**src/rtl/power_path_pkg.sv**
```systemverilog
// Function
// [RULE1] The block resets on the internal power-on reset or while the external active-low reset is low.
// [RULE2] An outside party holds the external reset low for at least one microsecond to reset the block; the code needs 41 low cycles (1025 ns).
// [RULE3] The management link has this device as I2C slave and the embedded controller as master.
// [RULE4] The device pulls its event interrupt output low when a Type-C or PD event such as attach, detach or role swap begins.
// [RULE5] On low battery charge the embedded controller asks over I2C for a lower current contract.
// [RULE6] Each port has two separate outputs, one for the source path and one for the sink path.
// [RULE7] The sink-path enable is active high: high turns the consumer path on, low turns it off.
// [RULE8] The source-path enable is active high: high turns the provider path on, low turns it off.
// [RULE9] The bus bleed control is active high and enables the external Bus_bleed_ctrl path.
// [RULE10] The bus bleed control is asserted after a high-voltage contract ends, on detach or on a role swap.
// [RULE11] Once powered, the dead-battery terminations are disabled and the active sink terminations used.
// [RULE12] After dead-battery power-up the device requests a higher VBUS as its configuration allows.
// [RULE13] Source and sink enables of one port are never high together; one drops before the other rises.
package power_path_pkg;

  localparam int          NUM_PORTS       = 2;
  localparam int          CLK_FREQ_HZ     = 40_000_000;
  localparam int          EXT_RESET_MIN_NS = 1000;
  localparam int          CLK_PERIOD_NS   = 1_000_000_000 / CLK_FREQ_HZ;
  // Least hold time of the external reset, rounded up to whole cycles.
  localparam int          EXT_RESET_CYCLES =
    (EXT_RESET_MIN_NS + CLK_PERIOD_NS - 1) / CLK_PERIOD_NS;
  localparam int          BLEED_TIME_NS   = 10_000;
  localparam int          BLEED_CYCLES    = BLEED_TIME_NS / CLK_PERIOD_NS;
  localparam int          SWAP_GAP_NS     = 250;
  localparam int          SWAP_GAP_CYCLES = SWAP_GAP_NS / CLK_PERIOD_NS;
  localparam int          TIMER_WIDTH     = 10;
  localparam int          RST_CNT_WIDTH   = 6;

  typedef enum logic [2:0] {
    PORT_IDLE   = 3'h0,
    PORT_SINK   = 3'h5,
    PORT_SOURCE = 3'h6,
    PORT_BLEED  = 3'h7,
    PORT_GAP    = 3'h4
  } port_state_type;

endpackage

```
**src/rtl/port_path_fsm.sv**
```systemverilog
`timescale 1ns/1ps
`default_nettype none
module port_path_fsm
(
  // Clock and reset
  input  wire logic sys_clk,
  input  wire logic rst_n,
  input  wire logic clk_en,
  // Requests
  input  wire logic attached,
  input  wire logic want_source,
  input  wire logic high_voltage,
  // Path controls
  output logic      sink_path_en,
  output logic      source_path_en,
  output logic      bus_bleed_ctrl,
  output logic      event_pulse
);
  import power_path_pkg::*;

  port_state_type                 state_r;
  port_state_type                 state_nxt;
  logic [TIMER_WIDTH-1:0]         timer_r;
  logic                           role_r;
  logic                           hv_r;

  localparam logic [TIMER_WIDTH-1:0] BLEED_LOAD = TIMER_WIDTH'(BLEED_CYCLES - 1);
  localparam logic [TIMER_WIDTH-1:0] GAP_LOAD   = TIMER_WIDTH'(SWAP_GAP_CYCLES - 1);

  wire timer_done = (timer_r == '0);
  wire role_change = attached && (want_source != role_r);
  wire leave_path = !attached || role_change;

  always_comb
  begin
    state_nxt = state_r;
    case (state_r)
      PORT_IDLE:
        if (attached)
          state_nxt = PORT_GAP;
      PORT_SINK, PORT_SOURCE:
        if (leave_path)
          state_nxt = PORT_BLEED;
      PORT_BLEED:
        if (timer_done)
          state_nxt = attached ? PORT_GAP : PORT_IDLE;
      PORT_GAP:
        if (!attached)
          state_nxt = PORT_IDLE;
        else if (timer_done)
          state_nxt = want_source ? PORT_SOURCE : PORT_SINK;
      default:
        state_nxt = PORT_IDLE;
    endcase
  end

  wire entering_timed = (state_nxt != state_r) &&
                        ((state_nxt == PORT_BLEED) || (state_nxt == PORT_GAP));

  always_ff @(posedge sys_clk)
  begin
    if (!rst_n)
    begin
      state_r        <= PORT_IDLE;
      timer_r        <= '0;
      role_r         <= 1'b0;
      hv_r           <= 1'b0;
      sink_path_en   <= 1'b0;
      source_path_en <= 1'b0;
      bus_bleed_ctrl <= 1'b0;
      event_pulse    <= 1'b0;
    end
    else if (clk_en)
    begin
      state_r <= state_nxt;
      timer_r <= entering_timed ? ((state_nxt == PORT_BLEED) ? BLEED_LOAD : GAP_LOAD)
               : (timer_done ? timer_r : timer_r - 1'b1);
      if (state_nxt == PORT_GAP)
        role_r <= want_source;
      hv_r <= attached && high_voltage;
      // The break-before-make gap keeps both paths low between roles.
      sink_path_en   <= (state_nxt == PORT_SINK);   // RULE7 RULE13
      source_path_en <= (state_nxt == PORT_SOURCE); // RULE8 RULE13
      // A bleed also runs when a high-voltage contract drops while attached.
      bus_bleed_ctrl <= (state_nxt == PORT_BLEED) ||
                        (hv_r && !high_voltage && attached); // RULE9 RULE10
      event_pulse    <= (state_r == PORT_IDLE && attached) ||
                        ((state_r == PORT_SINK || state_r == PORT_SOURCE) && leave_path); // RULE4
    end
  end

endmodule
`default_nettype wire

```
**src/rtl/typec_port_power_path_ctrl.sv**
```systemverilog
`timescale 1ns/1ps
`default_nettype none
module typec_port_power_path_ctrl
(
  // Clock, resets and enable
  input  wire logic                 sys_clk,
  input  wire logic                 reset_n,
  input  wire logic                 ext_reset_n,
  input  wire logic                 clk_en,
  // Per-port status from the line logic
  input  wire logic [power_path_pkg::NUM_PORTS-1:0] port_attached,
  input  wire logic [power_path_pkg::NUM_PORTS-1:0] port_want_source,
  input  wire logic [power_path_pkg::NUM_PORTS-1:0] port_high_voltage,
  // Requests decoded by the serial_comm_block from the embedded_host_ctrl
  input  wire logic                 irq_ack,
  input  wire logic                 lower_current_req,
  input  wire logic                 higher_vbus_allowed,
  // Power paths
  output logic [power_path_pkg::NUM_PORTS-1:0]      sink_path_en,
  output logic [power_path_pkg::NUM_PORTS-1:0]      source_path_en,
  output logic [power_path_pkg::NUM_PORTS-1:0]      bus_bleed_ctrl,
  // Terminations and negotiation
  output logic                      dead_batt_term_en,
  output logic                      active_term_en,
  output logic                      renegotiate_high_req,
  output logic                      renegotiate_low_req,
  // Event line to the embedded_host_ctrl
  output logic                      event_irq_n
);
  import power_path_pkg::*;

  ////////////////////////////////////////////////////////////////////////////
  // The external reset is a pin, so it is synchronised before it is filtered.
  logic                      xr_meta_r;
  logic                      xr_sync_r;
  logic [RST_CNT_WIDTH-1:0]  xr_cnt_r;
  logic                      xr_hold_r;

  localparam logic [RST_CNT_WIDTH-1:0] XR_LIMIT = RST_CNT_WIDTH'(EXT_RESET_CYCLES);

  always_ff @(posedge sys_clk)
  begin
    xr_meta_r <= ext_reset_n;
    xr_sync_r <= xr_meta_r;
  end

  // Pulses shorter than the least hold time are ignored as glitches.
  always_ff @(posedge sys_clk)
  begin
    if (!reset_n || xr_sync_r)
    begin
      xr_cnt_r  <= '0;
      xr_hold_r <= 1'b0;
    end
    else if (xr_cnt_r != XR_LIMIT)
      xr_cnt_r  <= xr_cnt_r + 1'b1;
    else
      xr_hold_r <= 1'b1; // RULE2
  end

  wire core_rst_n = reset_n && !xr_hold_r; // RULE1

  ////////////////////////////////////////////////////////////////////////////
  logic [NUM_PORTS-1:0] event_vec;

  genvar p;
  generate
    for (p = 0; p < NUM_PORTS; p++)
    begin : g_port
      port_path_fsm u_fsm (
        .sys_clk        (sys_clk),
        .rst_n          (core_rst_n),
        .clk_en         (clk_en),
        .attached       (port_attached[p]),
        .want_source    (port_want_source[p]),
        .high_voltage   (port_high_voltage[p]),
        .sink_path_en   (sink_path_en[p]),   // RULE6
        .source_path_en (source_path_en[p]), // RULE6
        .bus_bleed_ctrl (bus_bleed_ctrl[p]),
        .event_pulse    (event_vec[p])
      );
    end
  endgenerate

  ////////////////////////////////////////////////////////////////////////////
  // The pending flag is set by hardware and cleared by the host acknowledge;
  // a new event in the acknowledge cycle wins so it is never lost.
  wire any_event = |event_vec;
  logic powered_r;
  logic any_sink_r;

  always_ff @(posedge sys_clk)
  begin
    if (!core_rst_n)
    begin
      event_irq_n          <= 1'b1;
      dead_batt_term_en    <= 1'b1;
      active_term_en       <= 1'b0;
      powered_r            <= 1'b0;
      any_sink_r           <= 1'b0;
      renegotiate_high_req <= 1'b0;
      renegotiate_low_req  <= 1'b0;
    end
    else if (clk_en)
    begin
      if (any_event)
        event_irq_n <= 1'b0; // RULE4
      else if (irq_ack)
        event_irq_n <= 1'b1; // RULE3
      powered_r         <= 1'b1;
      dead_batt_term_en <= 1'b0; // RULE11
      active_term_en    <= 1'b1; // RULE11
      // Sticky until reset, so the higher-voltage request goes out once per power-up.
      any_sink_r        <= any_sink_r || (|sink_path_en);
      // One request when the first sink contract after power-up starts.
      renegotiate_high_req <= powered_r && higher_vbus_allowed &&
                              (|sink_path_en) && !any_sink_r; // RULE12
      renegotiate_low_req  <= lower_current_req; // RULE5
    end
  end

endmodule
`default_nettype wire

```
**config.mk**
```make
export PLATFORM = sky130hd
export DESIGN_NAME = typec_port_power_path_ctrl
export DESIGN_NICKNAME = d
export VERILOG_FILES = /design/src/rtl/power_path_pkg.sv /design/src/rtl/port_path_fsm.sv /design/src/rtl/typec_port_power_path_ctrl.sv
export SDC_FILE = /design/constraint.sdc
export NUM_CORES = 1
export LEC_CHECK = 0
export BUFFER_PORTS_ARGS = -buffer_cell sky130_fd_sc_hd__clkbuf_2
export CAP_MARGIN = 15
export CORE_MARGIN = 2
export CORE_UTILIZATION = 65
export DETAILED_ROUTE_END_ITERATION = 16
export PLACE_DENSITY = 0.9
export SLEW_MARGIN = 10
export SYNTH_ARGS = -nofsm -noshare
export SYNTH_HDL_FRONTEND = slang
export SYNTH_HIERARCHICAL = 1
export SYNTH_SLANG_ARGS = --single-unit
```
**constraint.sdc**
```tcl
create_clock -name sys_clk -period 7.2 [get_ports sys_clk]
set_input_delay 0.36 -clock sys_clk [delete_from_list [all_inputs] [get_ports sys_clk]]
set_output_delay 0.36 -clock sys_clk [all_outputs]
set_load 0.02 [all_outputs]
```
======== After elaboration in Yosys (flattened, before gate mapping) ========
Cells that the tools add are included.
operators by class
  multipliers ............................. 0
  bitwise logic cells ..................... 0
  eq/ne operators ......................... 23
  shifts and indexed selects .............. 0
  divide/modulo/power cells ............... 0
  order comparisons ....................... 0
  reduce and logical (&&, ||, !) cells .... 51
  muxes and demuxes ....................... 24
  add/subtract/negate cells ............... 3
operators by type and width
  kind                                                number
  == test 3 bit, second input constant                16
  two-way mux 10 bit                                  4
  two-way mux 3 bit                                   12
  case mux 3 bit (4 select lines)                     2
  logical NOT 10 bit                                  2
  subtractor 10 x 1 -> 10 bit, second input constant  2
  logical AND 1 bit                                   18
  two-way mux 9 bit                                   2
  logical OR 1 bit                                    12
  AND reduction 2 bit                                 5
  OR reduction 2 bit                                  4
  logical NOT 1 bit                                   7
  adder 6 x 1 -> 6 bit, second input constant         1
  logical NOT 3 bit                                   2
  inequality test 3 bit                               2
  inequality test 6 bit, second input constant        1
  two-way mux 2 bit                                   2
  inequality test 2 bit, second input constant        2
  two-way mux 1 bit                                   2
  inequality test 1 bit                               2
  nonzero test 2 bit                                  1
word-level totals
  output and inout port bits .............. 11
  input bits .............................. 13
  bits in registers ....................... 53
  bits in writable memories ............... 0
  bits in read-only memories .............. 0
  bits in latches ......................... 0
  memories kept ........................... 0

======== Longest topological paths before layout ========
  word-level depth ........................ 10
  depth in mapped cells ................... 10
  depth with buffers taken out ............ 9

======== Modules after synthesis ========
The synthesis kept the hierarchy.
modules (own cells, without submodules)
  module                      cells each  sequential area each (um2)  times used  area an instance (um2)
  port_path_fsm               159         380.4                       2           1313.8
  typec_port_power_path_ctrl  62          300.3                       1           600.6

======== Worst setup path after synthesis ========
OpenSTA, ideal clock, no wires.
  kind .................................... register to register
  from .................................... register g_port[0].u_fsm.timer_r[0]
  to ...................................... register g_port[0].u_fsm.timer_r[2]
  arrival ................................. 2323 ps
  clock period less this slack ............ 2444 ps
  stages on the path, launching flop included .. 11
  data required time ...................... 7078 ps
  library setup time ...................... 122 ps
  setup slack ............................. 4756 ps
  cell sequence ........................... dfxtp_1 -> inv_1 -> ha_1 -> or4b_4 -> nor4_4 -> nor3_1 -> and2_4 -> buf_6 -> o311ai_4 -> o21bai_1 -> o311a_1
on the way
  cells in the longest elaborated chain, start to end .. 9
ends and longest elaborated chain
  what                              RTL line                                  source
  start, declared                   port_path_fsm.sv:23                       logic [TIMER_WIDTH-1:0] timer_r;
  start signal, assigned            port_path_fsm.sv:76                       timer_r <= entering_timed ? ((state_nxt == PORT_BLEED) ? BLEED_LOAD : GAP_LOAD)
  logical NOT 10 bit                port_path_fsm.sv:30                       wire timer_done = (timer_r == '0);
  two-way mux 3 bit                 port_path_fsm.sv:50                       else if (timer_done)
  two-way mux 3 bit                 port_path_fsm.sv:48                       if (!attached)
  case mux 3 bit (4 select lines)   port_path_fsm.sv:37                       case (state_r)
  == test 3 bit (on tied branches)  port_path_fsm.sv:58, port_path_fsm.sv:76
  logical OR 1 bit                  port_path_fsm.sv:58                       ((state_nxt == PORT_BLEED) || (state_nxt == PORT_GAP));
  logical AND 1 bit                 port_path_fsm.sv:57                       wire entering_timed = (state_nxt != state_r) &&
  inequality test 2 bit (no line)   -
  AND reduction 2 bit (no line)     -
Several ways; a longest one is shown, not always the timed one. The select of a mux whose other input is x is not followed.
A chain may end at the register's enable or synchronous reset.

======== Worst setup path after layout ========
  from .................................... register g_port[1].u_fsm.timer_r[0]
  to ...................................... register g_port[1].u_fsm.timer_r[1]
on the way
  cells in the longest elaborated chain, start to end .. 9
ends and longest elaborated chain
  what                              RTL line
  start, declared                   port_path_fsm.sv:23
  start signal, assigned            port_path_fsm.sv:76
  logical NOT 10 bit                port_path_fsm.sv:30
  two-way mux 3 bit                 port_path_fsm.sv:50
  two-way mux 3 bit                 port_path_fsm.sv:48
  case mux 3 bit (4 select lines)   port_path_fsm.sv:37
  == test 3 bit (on tied branches)  port_path_fsm.sv:58, port_path_fsm.sv:76
  logical OR 1 bit                  port_path_fsm.sv:58
  logical AND 1 bit                 port_path_fsm.sv:57
  inequality test 2 bit (no line)   -
  AND reduction 2 bit (no line)     -
Several ways; a longest one is shown, not always the timed one. The select of a mux whose other input is x is not followed.

==> run metrics <==
routed wl met3 387 um; critical path, cell by cell inv_1 > ha_1 > or4b_4 > nor3_1 > o32a_1 > a2111o_1 > a21o_1 > nor2_1 > o311a_2; Worst Min Path Start ext_reset_n; Seq/Total Area, Yosys 32.9%; final period utilization 39.0%; DR vias 2898; RR Endpoint g_port[1].u_fsm/timer_r[1]; endpoints failing setup 0; Yosys Warn Count 6; final cell count without fillers 461; CORE AREA 0.00475 sq mm; hold_buf cts 0; Crit-path slowest cell or4b_4; reg2reg setup slack 4390 ps; CP startpoint g_port[1].u_fsm/timer_r[0]; Die W 74.5 um; #FFs+latches synth 53; cell leakage power 1.27 nW; Post-synth EDFFs 0; Layout Nets 410; DP Worst Slack 4490 ps; Syn Nets 397; Req. time, crit path 7410 ps; Num CTS Buffers 5; Pwr Total 1.33 mW; sequential power share 32.6%; pwr dens 393 mW/mm^2; layout overhead on the synthesized area 5.16%; Avg WL per Cell 15.3 um; placed cell areas 0.00330 sq mm; post-CTS sizing 0; Worst Reg-to-Reg Cells 9; Fin Setup TNS 0 ps; CP max FO 5; DP Cell Count 453; CP top delay family simple AND/OR/NAND/NOR gates; Syn Area/Cell 8.49 sq um; Post-synth top flop dfxtp_1; Setup crit end kind flip-flop; DRT iter0 DRCs 237; fillers 386; Pint 734 uW; Final Worst Setup Slack 4390 ps; first-pass GRT wire length 11700 um; Clock Skews 4.13 ps; Sw Share 44.9%; row cnt 25; largest net degree at the start of global routing 45; Clock Sinks 53; RSZ-0062 raised after global routing no; Setup CP Type reg -> reg; Clk pin slew, worst setup/hold paths 100 ps; asr flop ratio synth 0%; CP arrival 3010 ps; layout cell share with drive strength beyond 1 16.8%; io pins 24; Starting Density 67.9%; R2R Path Start g_port[1].u_fsm/timer_r[0]; die area 0.00555 sq mm; Clock Power Share 13.1%; Hold EP xr_meta_r; ANT nets after route 0; CTS tree built; final WL 7050 um; Clock Latency Late Sink 310 ps; Worst slew margin 38.1%; initial antenna violation count 0; Syn Inst Count 380; Top Metal Used met4; Vias/cell 6.29; Final Cell Area 0.00339 sq mm; slowest stage delay, CP 510 ps; startpoint types flip-flop; Setup Buffers After CTS 0; Slew Viols, Final 0; Total GRT Usage 26.6%; hold slack 140 ps; number of global-route vias before repair 2665; Die Ht 74.5 um; Slew @ Worst Pin 929 ps; Clock Path Buffers 2; Comb power frac 54.2%; RD Place Congestion 0.931; grt total ovfl 0; H-tree levels 2; Mapped Area 0.00323 sq mm; area of the multi-input gates 0.00195 sq mm; WHS Path Cells 1; drt drc 0; worst vdd ir 0.330 mV; IO buf count 23; Hold Crit Class in -> reg; met2 wire len 3370 um; number of diodes 0; Max Cap Violations 0; Final Util 71.4%; status finished, final reports clean; WP buf/inv 1; register area 0.00106 sq mm; sw power 598 uW; met1 WL 3200 um; post-synth cell types 62; Final Hold Viols 0; FMAX 356 MHz; DP Wirelength 5040 um; drt first pass iters 4; post-layout min period 2810 ps; CTS root buf clkbuf_8
placed cells by master (no fill, tap or decap), drive strengths merged, types with 3 or more instances in the layout:
master / Yosys / layout
o31a: 4 / 4
and2: 6 / 6
xnor2: 5 / 5
clkbuf: 7 / 28
o311a: 4 / 4
mux2i: 3 / 3
nor4: 4 / 4
a21oi: 34 / 34
o22ai: 3 / 3
nand3b: 4 / 4
a211oi: 16 / 16
inv: 24 / 25
nand2b: 4 / 4
nor3b: 3 / 3
nor4b: 4 / 4
a21o: 8 / 8
ha: 4 / 4
nand4: 3 / 3
nor2: 35 / 35
a2111o: 4 / 4
or4: 4 / 4
nand2: 38 / 38
or3: 15 / 15
a31oi: 4 / 4
o21ai: 13 / 13
nand3: 15 / 15
nor3: 10 / 10
dfxtp: 53 / 53
a41oi: 6 / 6
how the worst max path moves through the flow:
stage	end	slack, ps	depth (start not counted)
5_1_grt	g_port[1].u_fsm/timer_r[2]	4200	9
6_report	g_port[1].u_fsm/timer_r[1]	4390	9
3_5_place_dp	g_port[1].u_fsm/timer_r[2]	4490	9
4_1_cts	g_port[1].u_fsm/timer_r[2]	4450	9
2_1_floorplan	g_port[0].u_fsm/timer_r[2]	4760	10
3_3_place_gp	g_port[1].u_fsm/timer_r[1]	4580	8
routing by layer:
layer	GRT usage [%]	vias to the layer above
met5	0	-
met4	8.53	0
met3	5.56	12
met2	45.4	102
met1	33.5	1351
li1	-	1433
cell type report:
class                           instances  area share, %
Multi-Input combinational cell        286           57.5
Sequential cell                        53           31.3
Timing Repair Buffer                   23           3.39
Clock inverter                          3          0.737
Clock buffer                            5           2.03
Inverter                               24           2.65
Tap cell                               67           2.47
power groups by stage:
stage               combinational (mW)  clock, mW  sequential, mW
finish                           0.723      0.175           0.435
global route                     0.785      0.192           0.446
CTS                              0.708      0.180           0.431
detailed placement               0.704          0           0.438
global placement                 0.680          0           0.434
floorplan                        0.590          0           0.420
state kept, by name (all words and copies together) (netlist names), 2 cells and up:
signal	count
g_port.u_fsm/bus_bleed_ctrl	2
g_port.u_fsm/event_pulse	2
g_port.u_fsm/hv_r	2
g_port.u_fsm/role_r	2
g_port.u_fsm/sink_path_en	2
g_port.u_fsm/source_path_en	2
g_port.u_fsm/state_r	6
g_port.u_fsm/timer_r	20
xr_cnt_r	6
cells by family after synthesis:
logic type / Yosys count / synth area share, %
AOI/OAI and AO/OA: 116 / 27.8
adders and majority gates: 4 / 1.55
buffers and inverters: 41 / 6.71
xor gates and xnor gates: 7 / 1.90
and+or+nand+nor: 156 / 28.3
muxes: 3 / 0.930
DFF: 53 / 32.9
cells in the mapped netlist (all sizes together) (5+ instances only):
library cell  number  share of area [%]
inv               24                2.8
a21oi             34                5.7
dfxtp             53                 33
buf               10                3.1
clkbuf             7               0.81
xnor2              5                1.4
a211oi            16                4.5
or3               15                3.3
and2               6                1.4
nor3              10                1.9
nand3             15                2.5
nand2             38                4.4
a21o               8                1.9
o21ai             13                2.0
nor2              35                4.2
a41oi              6                1.6
Note: power is estimated with default switching activity, not from simulation.
